--- config.mk ---
export PLATFORM = sky130hd
export DESIGN_NAME = ecf_top
export DESIGN_NICKNAME = d
export VERILOG_FILES = /design/src/shared/ecf_pkg.sv /design/src/verilog/ecf_top.sv
export VERILOG_INCLUDE_DIRS = /design/src /design/src/shared
export SDC_FILE = /design/constraint.sdc
export NUM_CORES = 1
export LEC_CHECK = 0
export BUFFER_PORTS_ARGS = -buffer_cell sky130_fd_sc_hd__buf_4
export CORE_ASPECT_RATIO = 0.5
export CORE_MARGIN = 4
export CORE_UTILIZATION = 45
export DETAILED_ROUTE_END_ITERATION = 8
export PLACE_DENSITY = 0.82
export SKIP_LAST_GASP = 1
export SYNTH_ARGS = -nofsm -noshare
export SYNTH_HDL_FRONTEND = slang
export SYNTH_SLANG_ARGS = --single-unit
export TNS_END_PERCENT = 30
--- constraint.sdc ---
create_clock -name REF_CLK -period 4.1 [get_ports REF_CLK]
set_clock_uncertainty 0.2 [all_clocks]
set_input_delay 0.615 -clock REF_CLK [delete_from_list [all_inputs] [get_ports REF_CLK]]
set_output_delay 0.615 -clock REF_CLK [all_outputs]
set_load 0.1 [all_outputs]
--- src/shared/ecf_defs.svh ---
// ecf_defs.svh: offsets, widths, reset values and counts
// assumes inclusion by the package and the design top only
`ifndef ECF_DEFS_SVH
`define ECF_DEFS_SVH
`define ECF_AW          8
`define ECF_CTRL_ADDR   8'h00
`define ECF_STAT_ADDR   8'h04
`define ECF_CTRL_W      15
`define ECF_CTRL_RST    15'h0041
`define ECF_RESP_OKAY   2'h0
`define ECF_RESP_SLVERR 2'h2
`define ECF_MODE_FIFO   3'h2
`define ECF_MODE_ECP    3'h3
`define ECF_MODE_TEST   3'h6
`define ECF_IO_DATA     11'h400
`define ECF_IO_ADDR     11'h000
`define ECF_DEPTH       5'h10
`define ECF_THR_CAP     5'h0F
`define ECF_BURST_MAX   6'h20
`define ECF_LDRQ_BITS   3'h4
`endif

--- src/shared/ecf_pkg.sv ---
// ecf_pkg: types shared by the service control block
// assumes ecf_defs.svh sits beside it on the include path
`include "ecf_defs.svh"
package ecf_pkg;
   typedef struct packed {
      logic [2:0] dma_chan;
      logic [3:0] thr;
      logic       ack_irq_enable;
      logic       fault_irq_enable_n;
      logic [2:0] mode;
      logic       dir;
      logic       dma_request_enable;
      logic       service_irq_mask;
   } ecf_ctrl_t;

   typedef enum logic [1:0] {
      LQ_IDLE = 2'b01,
      LQ_SEND = 2'b10
   } ecf_lq_t;

   typedef struct packed {
      logic        io_stb;
      logic        io_write;
      logic [10:0] io_addr;
      logic        dma_stb;
      logic        dma_tc;
   } ecf_host_t;

   typedef struct packed {
      ecf_ctrl_t   ctrl;
      logic [4:0]  cnt;
      logic [1:0]  flt_s;
      logic [1:0]  ack_s;
      logic        flt_d;
      logic        ack_d;
      logic        evt;
      logic        irq;
      logic [5:0]  burst;
      logic        hold;
      ecf_lq_t     lst;
      logic [3:0]  lsh;
      logic [2:0]  lbit;
      logic        sent_act;
      logic        ldrq_n;
      logic        bvalid;
      logic [1:0]  bresp;
      logic        rvalid;
      logic [31:0] rdata;
      logic [1:0]  rresp;
   } ecf_state_t;
endpackage

--- src/verilog/ecf_top.sv ---
// ecf_top: FIFO service requests (interrupt and DMA) of the ECP port
// assumes LPC cycle decode and the line handshake engine on REF_CLK;
// fault and ack pins are asynchronous and synchronised here
//
// Functional notes
// RULE_01 - mask bit at 1 blocks every DMA request and FIFO service interrupt
// RULE_02 - clearing the mask while a condition holds interrupts at once
// RULE_03 - mask 0 and DMA enable 1: terminal count raises an interrupt
// RULE_04 - forward PIO: interrupt while free bytes reach the write level
// RULE_05 - reverse PIO: interrupt while stored bytes reach the read level
// RULE_06 - fault falling edge, or enable going low during fault, interrupts
// RULE_07 - ack rising edge interrupts when the ack enable is set
// RULE_08 - FIFO disabled after reset, live only in FIFO, ECP or test mode
// RULE_09 - effective threshold is the programmed field plus one
// RULE_10 - effective threshold 16 behaves as 15
// RULE_11 - read level is 16 minus threshold, interrupt held while reached
// RULE_12 - terminal count interrupts and sets the mask, halting DMA
// RULE_13 - DMA request never held beyond 32 consecutive DMA cycles
// RULE_14 - request over encoded request pin, DMA cycle needs no address
// RULE_15 - DMA moves only data, test or compat FIFO per direction and mode
// RULE_16 - reverse DMA requests while data present, stops on empty or TC
// RULE_17 - after empty restart on one byte, after TC also await unmask
// RULE_18 - host sets mode, programs its DMA, then enables and unmasks
// RULE_19 - host stops: DMA off, mask, disable, drain; restart reversed
// RULE_20 - only a terminal count ends a DMA transfer properly
// RULE_21 - PIO data and test FIFO at 400H, write-only address FIFO at 000H
// RULE_22 - write level is 16 minus threshold, counted in free bytes
// RULE_23 - occupancy 0 to 16 tracked and compared every clock
`timescale 1ns/1ps
`include "ecf_defs.svh"
module ecf_top (
   input  wire logic               REF_CLK,
   input  wire logic               RST_N,
   input  wire logic [`ECF_AW-1:0] S_AXI_AWADDR,
   input  wire logic               S_AXI_AWVALID,
   output logic                    S_AXI_AWREADY,
   input  wire logic [31:0]        S_AXI_WDATA,
   input  wire logic [3:0]         S_AXI_WSTRB,
   input  wire logic               S_AXI_WVALID,
   output logic                    S_AXI_WREADY,
   output logic [1:0]              S_AXI_BRESP,
   output logic                    S_AXI_BVALID,
   input  wire logic               S_AXI_BREADY,
   input  wire logic [`ECF_AW-1:0] S_AXI_ARADDR,
   input  wire logic               S_AXI_ARVALID,
   output logic                    S_AXI_ARREADY,
   output logic [31:0]             S_AXI_RDATA,
   output logic [1:0]              S_AXI_RRESP,
   output logic                    S_AXI_RVALID,
   input  wire logic               S_AXI_RREADY,
   input  ecf_pkg::ecf_host_t      HOST,
   input  wire logic               PERIPH_PUSH,
   input  wire logic               PERIPH_POP,
   input  wire logic               PERIPHERAL_FAULT_N,
   input  wire logic               PERIPHERAL_ACK_N,
   output logic                    LDRQ_N,
   output logic                    SERVICE_IRQ,
   output logic [4:0]              FIFO_COUNT
);
   import ecf_pkg::*;

   ecf_state_t r_reg;
   ecf_state_t r_next;

   logic       fifo_en;
   logic [4:0] eff_thr;
   logic [4:0] svc_level;
   logic [4:0] free_cnt;
   logic       pio_lvl;
   logic       dma_want;
   logic       fwd;
   logic       io_data_hit;
   logic       io_addr_hit;
   logic       push_host;
   logic       pop_host;
   logic       push;
   logic       pop;
   logic       tc_evt;
   logic       flt_evt;
   logic       ack_evt;
   logic       wr_go;
   logic       rd_go;
   logic       stat_rd;
   logic       ctrl_wr;
   ecf_ctrl_t  wr_ctrl;

   // fifo alive only in the FIFO-using modes
   assign fifo_en = (r_reg.ctrl.mode == `ECF_MODE_FIFO) || // RULE_08
                    (r_reg.ctrl.mode == `ECF_MODE_ECP)  ||
                    (r_reg.ctrl.mode == `ECF_MODE_TEST);
   assign fwd     = ~r_reg.ctrl.dir;

   // 16 folds onto 15 so the level never reaches zero
   assign eff_thr   = {1'b0, r_reg.ctrl.thr} + 5'h01; // RULE_09
   assign svc_level = (eff_thr > `ECF_THR_CAP) ? // RULE_10
                      (`ECF_DEPTH - `ECF_THR_CAP) :
                      (`ECF_DEPTH - eff_thr); // RULE_11 RULE_22
   assign free_cnt  = `ECF_DEPTH - r_reg.cnt;

   assign pio_lvl = fifo_en && !r_reg.ctrl.service_irq_mask && // RULE_01 RULE_02
                    !r_reg.ctrl.dma_request_enable &&
                    (fwd ? (free_cnt >= svc_level) : // RULE_04 RULE_23
                           (r_reg.cnt >= svc_level)); // RULE_05 RULE_11

   assign dma_want = fifo_en && r_reg.ctrl.dma_request_enable &&
                     !r_reg.ctrl.service_irq_mask && !r_reg.hold && // RULE_01 RULE_17
                     (fwd ? (r_reg.cnt != `ECF_DEPTH) :
                            (r_reg.cnt != 5'h00)); // RULE_16

   // address FIFO exists only forward in ECP mode and cannot be read
   assign io_data_hit = HOST.io_stb && (HOST.io_addr == `ECF_IO_DATA); // RULE_21
   assign io_addr_hit = HOST.io_stb && HOST.io_write && fwd &&
                        (HOST.io_addr == `ECF_IO_ADDR) &&
                        (r_reg.ctrl.mode == `ECF_MODE_ECP); // RULE_21

   // dma cycles are taken by channel alone, the address is ignored
   assign push_host = fifo_en && ((io_data_hit && HOST.io_write &&
                      (fwd || r_reg.ctrl.mode == `ECF_MODE_TEST)) ||
                      io_addr_hit ||
                      (HOST.dma_stb && fwd)); // RULE_14 RULE_15
   assign pop_host  = fifo_en && ((io_data_hit && !HOST.io_write &&
                      (!fwd || r_reg.ctrl.mode == `ECF_MODE_TEST)) ||
                      (HOST.dma_stb && !fwd)); // RULE_15
   assign push = (push_host || (PERIPH_PUSH && !fwd)) &&
                 (r_reg.cnt != `ECF_DEPTH);
   assign pop  = (pop_host || (PERIPH_POP && fwd)) &&
                 (r_reg.cnt != 5'h00);

   assign tc_evt  = fifo_en && HOST.dma_stb && HOST.dma_tc &&
                    r_reg.ctrl.dma_request_enable; // RULE_20
   assign flt_evt = (!r_reg.ctrl.fault_irq_enable_n &&
                     r_reg.flt_d && !r_reg.flt_s[1]) || // RULE_06
                    (ctrl_wr && !wr_ctrl.fault_irq_enable_n &&
                     r_reg.ctrl.fault_irq_enable_n && !r_reg.flt_s[1]);
   assign ack_evt = r_reg.ctrl.ack_irq_enable &&
                    !r_reg.ack_d && r_reg.ack_s[1]; // RULE_07

   assign wr_go   = S_AXI_AWVALID && S_AXI_WVALID && !r_reg.bvalid;
   // enable change seen on the write path, not r_next, so no logic loop
   assign ctrl_wr = wr_go && (S_AXI_AWADDR == `ECF_CTRL_ADDR);
   assign rd_go   = S_AXI_ARVALID && !r_reg.rvalid;
   assign stat_rd = rd_go && (S_AXI_ARADDR == `ECF_STAT_ADDR);

   always_comb begin
      wr_ctrl = r_reg.ctrl;
      if (S_AXI_WSTRB[0]) begin
         wr_ctrl[7:0] = S_AXI_WDATA[7:0];
      end
      if (S_AXI_WSTRB[1]) begin
         wr_ctrl[`ECF_CTRL_W-1:8] = S_AXI_WDATA[`ECF_CTRL_W-1:8];
      end
   end

   always_comb begin
      r_next = r_reg;

      // register bus
      if (wr_go) begin
         r_next.bvalid = 1'b1;
         if (S_AXI_AWADDR == `ECF_CTRL_ADDR) begin
            r_next.ctrl  = wr_ctrl;
            r_next.bresp = `ECF_RESP_OKAY;
         end else begin
            r_next.bresp = `ECF_RESP_SLVERR;
         end
      end else if (r_reg.bvalid && S_AXI_BREADY) begin
         r_next.bvalid = 1'b0;
      end

      if (rd_go) begin
         r_next.rvalid = 1'b1;
         r_next.rresp  = `ECF_RESP_OKAY;
         if (S_AXI_ARADDR == `ECF_CTRL_ADDR) begin
            r_next.rdata = {17'h00000, r_reg.ctrl};
         end else if (stat_rd) begin
            r_next.rdata = {23'h000000, r_reg.hold, r_reg.evt,
                            r_reg.sent_act, r_reg.irq, r_reg.cnt};
         end else begin
            r_next.rdata = 32'h00000000;
            r_next.rresp = `ECF_RESP_SLVERR;
         end
      end else if (r_reg.rvalid && S_AXI_RREADY) begin
         r_next.rvalid = 1'b0;
      end

      // terminal count wins over a same-cycle unmask write
      if (tc_evt) begin
         r_next.ctrl.service_irq_mask = 1'b1; // RULE_12
      end

      // occupancy
      if (!fifo_en) begin
         r_next.cnt = 5'h00; // RULE_08
      end else if (push && !pop) begin
         r_next.cnt = r_reg.cnt + 5'h01; // RULE_23
      end else if (pop && !push) begin
         r_next.cnt = r_reg.cnt - 5'h01;
      end

      // pin synchronisers and edge history
      r_next.flt_s = {r_reg.flt_s[0], PERIPHERAL_FAULT_N};
      r_next.ack_s = {r_reg.ack_s[0], PERIPHERAL_ACK_N};
      r_next.flt_d = r_reg.flt_s[1];
      r_next.ack_d = r_reg.ack_s[1];

      // sticky events, cleared by a status read; a new event wins
      if (stat_rd) begin
         r_next.evt = 1'b0;
      end
      if ((tc_evt && !r_reg.ctrl.service_irq_mask) || // RULE_03
          flt_evt || ack_evt) begin
         r_next.evt = 1'b1;
      end
      r_next.irq = pio_lvl || r_next.evt; // RULE_02

      // consecutive dma cycles under one request
      if (!r_reg.sent_act) begin
         r_next.burst = 6'h00;
      end else if (HOST.dma_stb && fifo_en) begin
         r_next.burst = r_reg.burst + 6'h01;
         if (r_reg.burst + 6'h01 >= `ECF_BURST_MAX) begin
            r_next.hold = 1'b1; // RULE_13
         end
      end
      // the pause lasts until the deassert frame has gone out
      if (r_reg.hold && !r_reg.sent_act && r_reg.lst == LQ_IDLE) begin
         r_next.hold = 1'b0;
      end

      // serial request frame: start, channel lsb first, active bit, one high gap
      case (r_reg.lst)
         LQ_IDLE: begin
            r_next.ldrq_n = 1'b1;
            if (dma_want != r_reg.sent_act) begin
               r_next.lst      = LQ_SEND;
               r_next.ldrq_n   = 1'b0; // RULE_14
               r_next.lsh      = {dma_want, r_reg.ctrl.dma_chan};
               r_next.lbit     = 3'h0;
               r_next.sent_act = dma_want; // RULE_16 RULE_17
            end
         end
         LQ_SEND: begin
            r_next.ldrq_n = r_reg.lsh[0];
            r_next.lsh    = {1'b1, r_reg.lsh[3:1]};
            r_next.lbit   = r_reg.lbit + 3'h1;
            if (r_reg.lbit == `ECF_LDRQ_BITS) begin
               r_next.lst = LQ_IDLE;
            end
         end
         default: begin
            r_next.lst = LQ_IDLE;
         end
      endcase
   end

   always_ff @(posedge REF_CLK) begin
      if (!RST_N) begin
         r_reg          <= '0;
         r_reg.ctrl     <= `ECF_CTRL_RST;
         r_reg.flt_s    <= 2'h3;
         r_reg.ack_s    <= 2'h3;
         r_reg.flt_d    <= 1'b1;
         r_reg.ack_d    <= 1'b1;
         r_reg.lst      <= LQ_IDLE;
         r_reg.lsh      <= 4'hF;
         r_reg.ldrq_n   <= 1'b1;
      end else begin
         r_reg <= r_next;
      end
   end

   assign S_AXI_AWREADY = wr_go;
   assign S_AXI_WREADY  = wr_go;
   assign S_AXI_BVALID  = r_reg.bvalid;
   assign S_AXI_BRESP   = r_reg.bresp;
   assign S_AXI_ARREADY = !r_reg.rvalid;
   assign S_AXI_RVALID  = r_reg.rvalid;
   assign S_AXI_RDATA   = r_reg.rdata;
   assign S_AXI_RRESP   = r_reg.rresp;
   assign LDRQ_N        = r_reg.ldrq_n;
   assign SERVICE_IRQ   = r_reg.irq;
   assign FIFO_COUNT    = r_reg.cnt;
endmodule
* After elaboration in Yosys (flattened, before gate mapping)
Index checks and enable logic that the tools add are counted.
** Word-level totals
- Bits in registers :: 84
- Latch bits :: 0
- RAM bits :: 0
- ROM bits :: 0
- Input bits :: 78
- Output and inout port bits :: 48
- Word-level logic and storage cells :: 165
- Memories kept :: 0
** Cells by class
- $add $sub $neg :: 7
- Multiply operators :: 0
- Div/mod/pow operators :: 0
- Order comparisons :: 4
- Equal/unequal tests :: 12
- Shifts and indexed selects :: 0
- Mux-type cells :: 22
- Bitwise logic cells :: 2
- Reduce and logical (&&, ||, !) cells :: 91
** Operator list (number)
- 1-bit logical AND :: 46
- 8-bit logical NOT :: 2
- 15-bit 2-to-1 mux :: 1
- 5-bit 2-to-1 mux :: 3
- 7-bit case mux with 2 select lines :: 1
- 1-bit logical NOT :: 13
- 1-bit logical OR :: 13
- 2-bit AND reduction :: 6
- 11-bit equality test (second input constant) :: 1
- 11-bit logical NOT :: 1
- 11-bit 2-to-1 mux :: 1
- 5-bit greater-or-equal comparator :: 2
- 5-bit subtractor (first input constant) :: 2
- 9-bit 2-to-1 mux :: 1
- 3-bit AND reduction :: 3
- 8-bit by 3-bit equality test with 1-bit output (second input constant) :: 1
- 1-bit 2-to-1 mux :: 8
- 2-bit 2-to-1 mux :: 4
- 2-bit nonzero test :: 4
- 7-bit 2-to-1 mux :: 1
- 6-bit by 1-bit adder with 6-bit output (second input constant) :: 1
- 3-bit by 2-bit equality test with 1-bit output (second input constant) :: 2
- 3-bit equality test (second input constant) :: 2
- 6-bit greater-or-equal comparator (second input constant) :: 1
- other kinds (16) :: 18

* Logic depth before layout (Yosys ltp)
- Word-level depth :: 13
- Depth in mapped cells :: 13
- Depth with buffers taken out :: 13

* Worst setup path after synthesis
No wires, ideal clock.
- Path type :: input-to-reg
- Start :: in HOST[5] (netlist bit)
- End :: reg r_reg (netlist bit FIFO_COUNT[4])
- Setup time :: 0.123 ns
- Arrival time :: 3.005 ns
- Required time :: 3.777 ns
- Setup slack :: 0.772 ns
- Stages on the path :: 12
- Path buffers :: 0
- Cell sequence :: nor4b_1 and3_1 nor4bb_1 o21bai_1 ha_1 inv_1 ha_1 nor2b_1 o21a_1 or3_1 a21o_1 mux2_1
** On the way
- Longest elaborated chain between the ends :: 12
- Elaborated cells between the ends (all ways) :: 24
- Classes of those cells :: eq/ne (1); mux (1); reduce/logical (22)
** Ends and longest elaborated chain
- start, declared :: RTL line ecf_top.sv:51 : input ecf_pkg::ecf_host_t HOST,
- 11-bit equality test (no line)
- 1-bit logical AND :: RTL line ecf_top.sv:111 : assign io_data_hit = HOST.io_stb && (HOST.io_addr == `ECF_IO_DATA);
- 1-bit logical AND (2 in series) :: RTL line ecf_top.sv:117 : assign push_host = fifo_en && ((io_data_hit && HOST.io_write &&
- 1-bit logical OR (2 in series) :: RTL line ecf_top.sv:117
- 1-bit logical AND :: RTL line ecf_top.sv:117
- 1-bit logical OR :: RTL line ecf_top.sv:124 : assign push = (push_host || (PERIPH_PUSH && !fwd)) &&
- 1-bit logical AND :: RTL line ecf_top.sv:124
- 1-bit logical NOT :: RTL line ecf_top.sv:196 : end else if (pop && !push) begin
- 1-bit logical AND :: RTL line ecf_top.sv:196
- 2-bit nonzero test (no line)
- end signal, assigned :: RTL line ecf_top.sv:268 : r_reg <= r_next;
- end, declared :: RTL line ecf_top.sv:62 : ecf_state_t r_reg;
Several ways; a longest one is shown, not always the timed one.
A chain may end at the register's enable or synchronous reset.

* Worst setup path after layout
- Start :: reg r_reg (netlist bit FIFO_COUNT[0])
- End :: reg r_reg[42] (netlist bit)
** On the way
- Longest elaborated chain between the ends :: 6
- Elaborated cells between the ends (all ways) :: 7
- Classes of those cells :: eq/ne (3); mux (1); reduce/logical (3)
** Ends and longest elaborated chain
- 5-bit inequality test (no line) / 5-bit nonzero test (equally long branches)
- 1-bit 2-to-1 mux * :: RTL line ecf_top.sv:107 : (fwd ? (r_reg.cnt != `ECF_DEPTH) :
- 1-bit logical AND * :: RTL line ecf_top.sv:105 : assign dma_want = fifo_en && r_reg.ctrl.dma_request_enable &&
- named net dma_want :: RTL line ecf_top.sv:70 : logic dma_want;
- 1-bit inequality test * :: RTL line ecf_top.sv:234 : if (dma_want != r_reg.sent_act) begin
- 2-bit by 1-bit inequality test with 1-bit output (no line) *
- 2-bit AND reduction (no line) *
The timed path passes the listed nets; every way through them passes the cells marked *.

==> reports/metrics.csv <==
metric,value,unit
ys_seq_elements,65,
finalPower,1.58,mW
pwr-share-clk,46.8,%
cts_buffer_depth,2,
cts_tree,built,
clk_latency,0.33,ns
synth-edff-count,0,
setup_ws,0.531,ns
grt_usage,17.7,%
synth.largest_area_cell,dfxtp_1,
avgSynthCellArea,8.81,sq um
crit_buf_inv,1,
switching_share,26.6,%
min_from,r_next[63],
slowest_stage,nor4b_1,
cts_resized,0,
grt-ovfl-total,0,
fin_nets,598,
synthArstFlopShare,0,%
htree_levels,3,
maxSlewViolCount,0,
drt-pass1-iter-count,4,
worst_slew_pin_slew,0.702,ns
end_kind,flip-flop,
critical_path.top_delay_family,simple AND/OR/NAND/NOR gates,
ys_seq_area_share,34.0,%
finalCoreUtilization,56.5,%
combPwrFrac,12.7,%
critPathMaxFanout,7,
finalSetupTns,0,ns
cts.sink_count,65,
dp.cells,595,
p_sw,421,uW
preCtsSetupSlack,0.197,ns
final_cells,611,
core_area,0.00814,sq mm
drc,0,
drive_above_1_share,27.7,%
critical_path_required,4.13,ns
wl_met3,446,um
critPathArrivalTime,3.60,ns
fin_crit,3.57,ns
drv_cap,0,
cp_common_cell,ha_1,
clk_pin_slew,0.05,ns
io-pin-count,126,
routed_wl,8710,um
yosysWarningCount,0,
p_per_area,344,mW/mm^2
seqPwrFrac,40.4,%
synth_area,0.00382,sq mm
detail_route.wl_per_cell,14.3,um
ys_types,54,
met1_length,4070,um
antenna_left,0,
reg2reg_from,FIFO_COUNT[0],
dp.final_hpwl,6560,um
hold_viol_final,0,
antenna_found_initial,0,
crit_start,FIFO_COUNT[0],
start_kind,flip-flop,
postCtsSetupBuffers,0,
drtIter0Drc,99,
rows,23,
io_buffer_count,87,
largest_reg_flops,35,
synthCells,434,
via_per_inst,5.11,
die-area,0.0101,sq mm
status,finished clean,
hold_buffers,0,
final_area,0.00460,sq mm
worstSetupPathType,flip-flop to flip-flop,
grt_pass1_wl,14400,um
max_clock_freq,0.280,GHz
cts_buffers,9,
slew_headroom,52.5,%
place_area,0.00431,sq mm
yosysTopAreaCellShare,34.0,%
die_x,138,um
area_growth,20.3,%
setup_viol,0,
finalCritPeriodShare,87.1,%
insertedDiodeCount,0,
die_h,73.2,um
reg2reg_slack,0.53,ns
hold-worst-slack,0.210,ns
gp_congestion,0.837,
synthTopCellsByArea,"dfxtp_1 (34%), buf_4 (8.2%), ha_1 (8.2%)",
grt_pass1_vias,3013,
start_util,47.0,%
slowest_delay,0.63,ns
intPower,1.16,mW
hp-class,flip-flop to flip-flop,
synth.most_common_cell,dfxtp_1,
rsz0062_at_grt,no,
wl_met2,3960,um
path_cells,"inv_1, ha_1, nor3b_1, ha_1, mux2i_1, nand2_1, nor4b_1, ha_1, a21o_1, o21ai_0, o21ai_0, and2_1",
yosys-top-cells-count,"dfxtp_1 (65), buf_4 (42), nand2_1 (38), nor2_1 (27), nand3_1 (26)",
top_layer,met4,
ys.flop_type,dfxtp_1,
vias,3124,
n_fill_cell,711,
ir_drop,0.000206,V
leakagePower,1.91,nW
grt_max_degree,55,
cts_root_buf,clkbuf_16,
worst paths after layout:
check,end,cells past startpoint
setup / recovery,r_reg[42],12
hold reg to reg,r_next[59],1
hold / removal,r_next[59],1
setup reg to reg,r_reg[42],12
power by group through the flow:
| stage | clock [mW] | sequential (mW) | combinational (mW) |
|---|---|---|---|
| final | 0.741 | 0.640 | 0.201 |
| after global placement | 0 | 0.653 | 0.200 |
| after CTS | 0.761 | 0.640 | 0.201 |
| after detailed placement | 0 | 0.653 | 0.201 |
| after global routing | 0.790 | 0.640 | 0.209 |
| after floorplan | 0 | 0.662 | 0.150 |
cells in the final DEF (no fill, tap or decap), types with 7 or more instances in the layout:
cell,netlist,layout
a21boi_0,8,8
a21boi_1,9,9
a21oi_1,16,16
a22oi_2,9,9
buf_4,42,91
clkbuf_16,0,9
conb_1,1,19
dfxtp_1,65,65
ha_1,25,25
inv_1,16,16
mux2_2,8,8
nand2_1,38,38
nand2b_1,8,8
nand3_1,26,26
nor2_1,27,27
nor2b_1,12,12
nor2b_2,9,9
o21ai_0,18,18
xor2_1,7,7
layout make-up:
| class | instances | area, sq um | area share, % |
|---|---|---|---|
| well taps | 112 | 140 | 3.05 |
| clock inverters | 5 | 56.3 | 1.22 |
| multi-input cells | 311 | 2130 | 46.2 |
| inverters | 16 | 60.1 | 1.31 |
| clock buffers | 11 | 233 | 5.06 |
| flip-flops and latches | 65 | 1300 | 28.3 |
| repair buffers | 91 | 683 | 14.8 |
layer usage:
metal  up-vias  track usage (%)
met4         0             7.89
met3        17             5.17
met5         -                0
met2        84             28.7
li1       1576                -
met1      1447             22.2
cells by family after synthesis:
logic type	Yosys count	synth area share [%]
and+or+nand+nor	155	22.4
AOI/OAI and AO/OA	85	15.9
buffers and inverters	76	12.1
DFF	65	34.0
adders and majority gates	26	8.70
muxes	15	4.22
xor gates and xnor gates	11	2.52
other	1	0.0980
Note: power is estimated with default switching activity, not from simulation.
